### src/logic/srt_pkg.sv
package srt_pkg;

   // ---------------------------------------------------------------
   // Register byte addresses
   // ---------------------------------------------------------------
   localparam logic [7:0] ADDR_CTRL = 8'h00;
   localparam logic [7:0] ADDR_CLKCTL = 8'h04;
   localparam logic [7:0] ADDR_INTEN = 8'h08;
   localparam logic [7:0] ADDR_CNTL = 8'h0C;
   localparam logic [7:0] ADDR_CNTH = 8'h10;
   localparam logic [7:0] ADDR_RLDL = 8'h14;
   localparam logic [7:0] ADDR_RLDH = 8'h18;

   // ---------------------------------------------------------------
   // Field positions
   // ---------------------------------------------------------------
   localparam int CTRL_HIGH_FLAG = 7;
   localparam int CTRL_LOW_FLAG = 6;
   localparam int CTRL_LOW_IRQ_EN = 5;
   localparam int CTRL_CAPTURE_EN = 4;
   localparam int CTRL_SPLIT = 3;
   localparam int CTRL_RUN = 2;
   localparam int CTRL_EXT_SEL = 0;
   localparam int CLKCTL_HIGH_SEL = 5;
   localparam int CLKCTL_LOW_SEL = 4;
   localparam int INTEN_TIMER = 5;

   // ---------------------------------------------------------------
   // Reset values and counts
   // ---------------------------------------------------------------
   localparam logic [7:0] RST_BYTE = 8'h00;
   localparam logic [7:0] BYTE_MAX = 8'hFF;
   localparam logic [15:0] WORD_MAX = 16'hFFFF;
   localparam int SYS_DIV = 12;

endpackage

### src/logic/srt_timer.sv
// The implementer's own choices: the APB slave port and the register offsets.
module srt_timer #(
   parameter int SYS_DIV = srt_pkg::SYS_DIV
) (
   // Clock and reset
   input wire logic clk_sys,
   input wire logic sys_rst,
   // APB slave
   input wire logic psel,
   input wire logic penable,
   input wire logic pwrite,
   input wire logic [7:0] paddr,
   input wire logic [31:0] pwdata,
   output logic [31:0] prdata,
   output logic pready,
   output logic pslverr,
   // External oscillator divided by eight, asynchronous
   input wire logic extClkDiv8,
   // Interrupt request
   output logic timerIrq
);

   // ---------------------------------------------------------------
   // Parameter check
   // ---------------------------------------------------------------
   // The prescaler counter is eight bits wide
   if (SYS_DIV < 2 || SYS_DIV > 255)
   begin : gBadDiv
      $error("SYS_DIV must lie between 2 and 255");
   end

   // ---------------------------------------------------------------
   // Functions
   // ---------------------------------------------------------------
   // Next value of an 8-bit auto-reload counter
   function automatic logic [7:0] byteNext(input logic [7:0] cnt,
                                           input logic [7:0] rld);
      byteNext = (cnt == srt_pkg::BYTE_MAX) ? rld : cnt + 8'h01;
   endfunction

   // Byte counter clock: system clock, or divided/external clock
   function automatic logic pickTick(input logic sysSel,
                                     input logic extSel,
                                     input logic divTick,
                                     input logic extTick);
      pickTick = sysSel | (extSel ? extTick : divTick);
   endfunction

   // ---------------------------------------------------------------
   // Registers
   // ---------------------------------------------------------------
   logic [7:0] cntLow_ff;
   logic [7:0] cntHigh_ff;
   logic [7:0] rldLow_ff;
   logic [7:0] rldHigh_ff;
   logic highFlag_ff;
   logic lowFlag_ff;
   logic lowIrqEn_ff;
   logic captureEn_ff;
   logic splitMode_ff;
   logic runCtl_ff;
   logic extClkSel_ff;
   logic highClkSel_ff;
   logic lowClkSel_ff;
   logic timerIrqEn_ff;
   logic [7:0] divCnt_ff;
   logic extSync1_ff;
   logic extSync2_ff;
   logic extSync3_ff;
   logic extLevel_ff;
   logic [31:0] prdata_ff;
   logic pready_ff;
   logic pslverr_ff;
   logic timerIrq_ff;

   // ---------------------------------------------------------------
   // Bus decode
   // ---------------------------------------------------------------
   // Writes land only on the edge that completes the access
   wire accessDone = psel & penable & pready_ff;
   wire busWr = accessDone & pwrite;
   wire selCtrl = (paddr == srt_pkg::ADDR_CTRL);
   wire selClk = (paddr == srt_pkg::ADDR_CLKCTL);
   wire selInt = (paddr == srt_pkg::ADDR_INTEN);
   wire selCntL = (paddr == srt_pkg::ADDR_CNTL);
   wire selCntH = (paddr == srt_pkg::ADDR_CNTH);
   wire selRldL = (paddr == srt_pkg::ADDR_RLDL);
   wire selRldH = (paddr == srt_pkg::ADDR_RLDH);
   wire mapped = selCtrl | selClk | selInt | selCntL | selCntH |
                 selRldL | selRldH;
   wire wrCtrl = busWr & selCtrl;
   wire wrClk = busWr & selClk;
   wire wrInt = busWr & selInt;
   wire wrCntL = busWr & selCntL;
   wire wrCntH = busWr & selCntH;
   wire wrRldL = busWr & selRldL;
   wire wrRldH = busWr & selRldH;

   wire [7:0] ctrlView = {highFlag_ff, lowFlag_ff, lowIrqEn_ff,
                          captureEn_ff, splitMode_ff, runCtl_ff,
                          1'b0, extClkSel_ff};
   wire [7:0] clkView = {2'b00, highClkSel_ff, lowClkSel_ff, 4'h0};
   wire [7:0] intView = {2'b00, timerIrqEn_ff, 5'h00};
   // Unmapped offsets read as zero
   wire [7:0] rdByte = selCtrl ? ctrlView :
                       selClk ? clkView :
                       selInt ? intView :
                       selCntL ? cntLow_ff :
                       selCntH ? cntHigh_ff :
                       selRldL ? rldLow_ff :
                       selRldH ? rldHigh_ff : 8'h00;

   // ---------------------------------------------------------------
   // Clock sources
   // ---------------------------------------------------------------
   wire divTick = (divCnt_ff == 8'(SYS_DIV - 1));
   wire [7:0] nxt_divCnt = divTick ? 8'h00 : divCnt_ff + 8'h01;
   // Level accepted once second and third stages agree
   wire extAgree = (extSync2_ff == extSync3_ff);
   wire nxt_extLevel = extAgree ? extSync3_ff : extLevel_ff;
   // Rising edges drive counting, falling edges drive capture
   wire extRise = nxt_extLevel & ~extLevel_ff;
   wire extFall = ~nxt_extLevel & extLevel_ff;

   wire lowTick = captureEn_ff ?
                  (lowClkSel_ff | divTick) :
                  pickTick(lowClkSel_ff, extClkSel_ff,
                           divTick, extRise);
   wire highTick = pickTick(highClkSel_ff, extClkSel_ff,
                            divTick, extRise);

   // ---------------------------------------------------------------
   // Counting
   // ---------------------------------------------------------------
   // Two byte reads of the count are not atomic; a carry between them
   // can tear the word, so software should stop the timer first
   wire [15:0] cntWord = {cntHigh_ff, cntLow_ff};
   wire [15:0] rldWord = {rldHigh_ff, rldLow_ff};
   wire captureEvt = captureEn_ff & extFall;
   // Capture mode free-runs; the reload pair holds captures there
   wire [15:0] wrapWord = captureEn_ff ? 16'h0000 : rldWord;
   wire step16 = ~splitMode_ff & runCtl_ff & lowTick;
   wire wrap16 = step16 & (cntWord == srt_pkg::WORD_MAX);
   wire [15:0] inc16 = wrap16 ? wrapWord : cntWord + 16'h0001;
   wire stepLow = splitMode_ff & lowTick;
   wire stepHigh = splitMode_ff & runCtl_ff & highTick;
   wire wrapLowS = stepLow & (cntLow_ff == srt_pkg::BYTE_MAX);
   wire wrapHighS = stepHigh & (cntHigh_ff == srt_pkg::BYTE_MAX);
   wire wrapLow16 = step16 & (cntLow_ff == srt_pkg::BYTE_MAX);

   wire [7:0] cntLowRun = step16 ? inc16[7:0] :
                          stepLow ? byteNext(cntLow_ff, rldLow_ff) :
                          cntLow_ff;
   wire [7:0] cntHighRun = step16 ? inc16[15:8] :
                           stepHigh ? byteNext(cntHigh_ff, rldHigh_ff) :
                           cntHigh_ff;
   wire [7:0] nxt_cntLow = wrCntL ? pwdata[7:0] : cntLowRun;
   wire [7:0] nxt_cntHigh = wrCntH ? pwdata[7:0] : cntHighRun;

   // Capture wins over a software write to the reload pair
   wire [7:0] nxt_rldLow = captureEvt ? cntLow_ff :
                           wrRldL ? pwdata[7:0] : rldLow_ff;
   wire [7:0] nxt_rldHigh = captureEvt ? cntHigh_ff :
                            wrRldH ? pwdata[7:0] : rldHigh_ff;

   // ---------------------------------------------------------------
   // Flags and interrupt
   // ---------------------------------------------------------------
   // A capture also marks the high flag so software sees each edge
   wire setHigh = (wrap16 & ~captureEn_ff) | wrapHighS |
                  captureEvt;
   wire setLow = (wrapLow16 & ~captureEn_ff) | wrapLowS;
   // Hardware set wins over a software clear in the same cycle
   wire nxt_highFlag = setHigh |
                       (wrCtrl ? pwdata[srt_pkg::CTRL_HIGH_FLAG] :
                        highFlag_ff);
   wire nxt_lowFlag = setLow |
                      (wrCtrl ? pwdata[srt_pkg::CTRL_LOW_FLAG] :
                       lowFlag_ff);
   wire nxt_timerIrq = timerIrqEn_ff &
                       (highFlag_ff | (lowIrqEn_ff & lowFlag_ff));

   // ---------------------------------------------------------------
   // Sequential logic
   // ---------------------------------------------------------------
   // ---------------------------------------------------------------
   // Pin synchroniser
   // ---------------------------------------------------------------
   // No reset: the pin level flushes through in three edges
   // Only the second stage reads the first
   always_ff @(posedge clk_sys)
   begin
      extSync1_ff <= extClkDiv8;
      extSync2_ff <= extSync1_ff;
      extSync3_ff <= extSync2_ff;
   end

   // ---------------------------------------------------------------
   // Counter, reload pair and flag registers
   // ---------------------------------------------------------------
   // Prescaler runs from reset so divided ticks stay evenly spaced
   // Request follows the flags one edge later
   always_ff @(posedge clk_sys)
   begin
      if (sys_rst)
      begin
         divCnt_ff <= 8'h00;
         extLevel_ff <= 1'b0;
         cntLow_ff <= srt_pkg::RST_BYTE;
         cntHigh_ff <= srt_pkg::RST_BYTE;
         rldLow_ff <= srt_pkg::RST_BYTE;
         rldHigh_ff <= srt_pkg::RST_BYTE;
         highFlag_ff <= 1'b0;
         lowFlag_ff <= 1'b0;
         timerIrq_ff <= 1'b0;
      end
      else
      begin
         divCnt_ff <= nxt_divCnt;
         extLevel_ff <= nxt_extLevel;
         cntLow_ff <= nxt_cntLow;
         cntHigh_ff <= nxt_cntHigh;
         rldLow_ff <= nxt_rldLow;
         rldHigh_ff <= nxt_rldHigh;
         highFlag_ff <= nxt_highFlag;
         lowFlag_ff <= nxt_lowFlag;
         timerIrq_ff <= nxt_timerIrq;
      end
   end

   // ---------------------------------------------------------------
   // Control register
   // ---------------------------------------------------------------
   // Flags live in the counter block above
   always_ff @(posedge clk_sys)
   begin
      if (sys_rst)
      begin
         lowIrqEn_ff <= 1'b0;
         captureEn_ff <= 1'b0;
         splitMode_ff <= 1'b0;
         runCtl_ff <= 1'b0;
         extClkSel_ff <= 1'b0;
      end
      else if (wrCtrl)
      begin
         lowIrqEn_ff <= pwdata[srt_pkg::CTRL_LOW_IRQ_EN];
         captureEn_ff <= pwdata[srt_pkg::CTRL_CAPTURE_EN];
         splitMode_ff <= pwdata[srt_pkg::CTRL_SPLIT];
         runCtl_ff <= pwdata[srt_pkg::CTRL_RUN];
         extClkSel_ff <= pwdata[srt_pkg::CTRL_EXT_SEL];
      end
   end

   // ---------------------------------------------------------------
   // Clock control register
   // ---------------------------------------------------------------
   // Select bits take effect on the next tick
   always_ff @(posedge clk_sys)
   begin
      if (sys_rst)
      begin
         highClkSel_ff <= 1'b0;
         lowClkSel_ff <= 1'b0;
      end
      else if (wrClk)
      begin
         highClkSel_ff <= pwdata[srt_pkg::CLKCTL_HIGH_SEL];
         lowClkSel_ff <= pwdata[srt_pkg::CLKCTL_LOW_SEL];
      end
   end

   // ---------------------------------------------------------------
   // Interrupt enable register
   // ---------------------------------------------------------------
   always_ff @(posedge clk_sys)
   begin
      if (sys_rst)
      begin
         timerIrqEn_ff <= 1'b0;
      end
      else if (wrInt)
      begin
         timerIrqEn_ff <= pwdata[srt_pkg::INTEN_TIMER];
      end
   end

   // ---------------------------------------------------------------
   // APB answer: one wait state, then pready for one cycle
   // ---------------------------------------------------------------
   always_ff @(posedge clk_sys)
   begin
      if (sys_rst)
      begin
         pready_ff <= 1'b0;
         pslverr_ff <= 1'b0;
         prdata_ff <= 32'h0000_0000;
      end
      else
      begin
         // Read data reflects the registers as they stood in the access
         // cycle; unmapped offsets answer with pslverr and change nothing
         pready_ff <= psel & penable & ~pready_ff;
         pslverr_ff <= psel & penable & ~pready_ff & ~mapped;
         prdata_ff <= {24'h00_0000, rdByte};
      end
   end

   // ---------------------------------------------------------------
   // Outputs
   // ---------------------------------------------------------------
   // Every output comes straight from a flop
   assign prdata = prdata_ff;
   assign pready = pready_ff;
   assign pslverr = pslverr_ff;
   assign timerIrq = timerIrq_ff;

endmodule

### config.mk
export PLATFORM = sky130hd
export DESIGN_NAME = srt_timer
export DESIGN_NICKNAME = d
export VERILOG_FILES = /design/src/logic/srt_pkg.sv /design/src/logic/srt_timer.sv
export SDC_FILE = /design/constraint.sdc
export NUM_CORES = 1
export LEC_CHECK = 0
export ABC_AREA = 1
export CELL_PAD_IN_SITES_DETAIL_PLACEMENT = 1
export CELL_PAD_IN_SITES_GLOBAL_PLACEMENT = 2
export CORE_ASPECT_RATIO = 1.1
export CORE_UTILIZATION = 34
export DETAILED_ROUTE_END_ITERATION = 16
export DONT_BUFFER_PORTS = 1
export HOLD_SLACK_MARGIN = 0.1
export PLACE_DENSITY_LB_ADDON = 0.1
export SYNTH_ARGS = -nofsm -noshare
export SYNTH_HDL_FRONTEND = slang
export SYNTH_SLANG_ARGS = --single-unit
### constraint.sdc
create_clock -name clk_sys -period 1.97 [get_ports clk_sys]
set_clock_uncertainty 0.1 [all_clocks]
set_input_delay 0.197 -clock clk_sys [delete_from_list [all_inputs] [get_ports clk_sys]]
set_output_delay 0.197 -clock clk_sys [all_outputs]
set_load 0.005 [all_outputs]
==> reports/summary.json <==
{
  "power.density_cell_area_nw_per_um2": 531,
  "synth-adder-area-share": 0.00867,
  "violations_in_the_final_reports": "negative hold slack",
  "maxClockFrequency_mhz": 517,
  "synth_compound_area_frac": 0.197,
  "sequential_element_share_of_the_synthesized_area": 0.300,
  "drive_gt1_frac": 0.193,
  "most-common-layout-cells": "sky130_fd_sc_hd__nand2_1, sky130_fd_sc_hd__nor2_1, sky130_fd_sc_hd__inv_1",
  "cts_tree": "built",
  "clk_transition_reported_paths_ps": 60,
  "detailedRoute.firstPassIterationCount": 4,
  "r2r-end": "cntLow_ff[7]",
  "grt_usage": 0.275,
  "timing.critical_path.fanout_max": 6,
  "postLayoutCoreUtil": 0.454,
  "placedCellCount": 848,
  "synth.area.mux_share": 0,
  "cts_max_level": 3,
  "syn_inst": 662,
  "worst_setup_path_start_kind": "flip-flop",
  "area_delta_synth_final_pct": 28.4,
  "rr_startpoint": "divCnt_ff[0]",
  "worstSkewPairLatency_ps": 340,
  "synth_simple_gate_area_share": 0.326,
  "slew_violations": 0,
  "critical_path_required_ps": 2110,
  "critPathCaptureType": "flip-flop",
  "power.leakage_nw": 2.33,
  "whs_path_depth": 1,
  "peakVddDrop_mv": 0.422,
  "tritoncts_num_sinks": 65,
  "vias": 4649,
  "use_met1": 0.362,
  "drt_first_iter_violations": 328,
  "run_status": "finished, violations left",
  "boundary_pin_count": 81,
  "grt_use_met2": 0.451,
  "hold_end": "cntHigh_ff[4]",
  "min_period_ps": 1930,
  "r2r.worst_path.cells": 11,
  "place_hpwl_um": 12300,
  "post_drt_via_cell_ratio": 5.19,
  "dieWidth_um": 110,
  "holdCritStartpoint": "sys_rst",
  "antenna_found_initial": 0,
  "gpl.final_weighted_congestion": 0.885,
  "coreArea_um2": 12200,
  "root_buffer": "sky130_fd_sc_hd__clkbuf_16",
  "finalSetupViolations": 0,
  "arr_time_crit_path_ps": 2070,
  "ys_ff_latch": 65,
  "antennaDiodeCount": 0,
  "io_buffers": 0,
  "drv_cap": 0,
  "wire_per_inst_um": 19.1,
  "worstHoldPathType": "in -> reg",
  "worstSetupPathType": "reg -> reg",
  "timing.final.ws_setup_ps": 35.9,
  "cts_buffers": 9,
  "synth_xor_area_frac": 0.0243,
  "hold_viol_final": 39,
  "synth_area_per_cell_um2": 6.54,
  "fin_crit_sh": 0.982,
  "rows": 42,
  "fin_worst_hold_slack_ps": -164,
  "globalRoute.busiestLayer": "met2",
  "instances_no_fill": 896,
  "maximum_buffer_depth_of_the_clock_tree": 2,
  "post_synth_instance_area_um2": 4330,
  "dpl_worst_slack_ps": -112,
  "detail_route.wirelength_um": 17100,
  "grt-ovfl-total": 0,
  "die_area_um2": 13200,
  "yosys_warnings": 0,
  "number_of_global_route_vias_before_repair": 4803,
  "synth_top_family_by_area": "simple AND/OR/NAND/NOR gates",
  "groute.layer.met3.usage": 0.0469,
  "layout.cells.most_common": "sky130_fd_sc_hd__nand2_1",
  "synth.lib_cells_used.distinct": 45,
  "initial_standard_cell_utilization_of_the_core": 0.354,
  "grt_start_max_net_pins": 45,
  "nets": 787,
  "report.power.total_w": 0.00296,
  "ant_nets": 0,
  "unrepaired_setup_endpoints_after_global_routing": "yes",
  "grt_pass1_wl_um": 26600,
  "ff2ff_setup_slack_ps": 40,
  "detail_route.drc_violations": 0,
  "die_y_um": 120
}
## stage by stage
step / hold WS (ps) / setup TNS, ps / cell area (um^2)
2_1_floorplan: 125 / 0 / 4420
6_report: -164 / 0 / 5560
3_5_place_dp: 125 / -974 / 4720
5_1_grt: -167 / -631 / 5560
4_1_cts: -188 / 0 / 5320
3_3_place_gp: 125 / -102 / 4720
## cells by family after synthesis
group | after synthesis
buffers and inverters | 131
and+or+nand+nor | 297
DFF | 65
AOI/OAI and AO/OA | 153
xor gates and xnor gates | 12
other | 1
adders and majority gates | 3
## cells in the mapped netlist (all sizes together)
| library cell | number | area share |
|---|---|---|
| clkbuf | 10 | 0.013 |
| o21ai | 66 | 0.076 |
| a21oi | 59 | 0.071 |
| buf | 29 | 0.050 |
| xor2 | 11 | 0.022 |
| nand2 | 133 | 0.12 |
| inv | 91 | 0.079 |
| a211oi | 1 | 0.0017 |
| clkinv | 1 | 0.00087 |
| dfxtp | 65 | 0.30 |
| o2111ai | 3 | 0.0061 |
| conb | 1 | 0.00087 |
| o22ai | 6 | 0.0087 |
| a21boi | 2 | 0.0061 |
| o211ai | 12 | 0.021 |
| nand4 | 13 | 0.024 |
| ha | 3 | 0.0087 |
| nor2 | 100 | 0.10 |
| and2 | 1 | 0.0014 |
| xnor2 | 1 | 0.0020 |
| o221ai | 1 | 0.0020 |
| a31oi | 1 | 0.0014 |
| a22oi | 1 | 0.0017 |
| a21o | 1 | 0.0017 |
| nor3 | 10 | 0.019 |
| nand3 | 38 | 0.053 |
| nor3b | 2 | 0.0035 |
## layer usage
metal | up-vias | wire [um]
met5 | - | 0
met4 | 0 | 379
met3 | 27 | 785
met2 | 123 | 8170
met1 | 2224 | 7790
li1 | 2275 | -
## how the worst max path moves through the flow
stage	startpoint	to	cells past startpoint
final	divCnt_ff[0]	cntLow_ff[7]	11
after global routing	divCnt_ff[0]	cntLow_ff[7]	12
after CTS	divCnt_ff[1]	cntHigh_ff[7]	11
after detailed placement	divCnt_ff[0]	cntHigh_ff[5]	13
after global placement	divCnt_ff[0]	cntHigh_ff[7]	13
after floorplan	cntHigh_ff[1]	cntHigh_ff[7]	10
## flip-flops by register name (all words and copies together), names as in the netlist, 8 cells and up
name / flops
rldLow_ff: 8
divCnt_ff: 8
cntLow_ff: 8
rldHigh_ff: 8
cntHigh_ff: 8
prdata: 8
## area by class of cell
| class | count | area [um^2] |
|---|---|---|
| fillers | 1591 | 6680 |
| multi-input cells | 490 | 2670 |
| flip-flops and latches | 65 | 1310 |
| repair buffers | 80 | 776 |
| inverters | 92 | 350 |
| clock buffers | 12 | 246 |
| well taps | 154 | 193 |
| clock inverters | 3 | 17.5 |
## critical path, cell delays in order, from the launching register on
cell and delay, ps:
sky130_fd_sc_hd__dfxtp_2 350, sky130_fd_sc_hd__ha_4 180, sky130_fd_sc_hd__nand3_4 80, sky130_fd_sc_hd__nor2_4 150, sky130_fd_sc_hd__a21oi_4 80, sky130_fd_sc_hd__buf_6 120
sky130_fd_sc_hd__a21boi_4 210, sky130_fd_sc_hd__buf_12 150, sky130_fd_sc_hd__buf_16 130, sky130_fd_sc_hd__nand3_2 70, sky130_fd_sc_hd__a21oi_1 140, sky130_fd_sc_hd__nor2_1 60
## repair_timing
item | CTS | global route
setup buffers | 4 | 4
endpoints found under the setup margin | 16 | 22
hold endpoints to repair | 60 | 40
gates cloned | 2 | 1
gates resized for setup | 12 | 51
pin swaps | 6 | 28
hold buffers | 22 | 1
## where the power goes
part / internal, W / total [W] / switching, W
combinational: 0.0000485 / 0.000125 / 0.0000766
sequential: 0.00133 / 0.00134 / 0.0000102
clock: 0.000875 / 0.00149 / 0.000617
(Power assumes the default switching activity.)
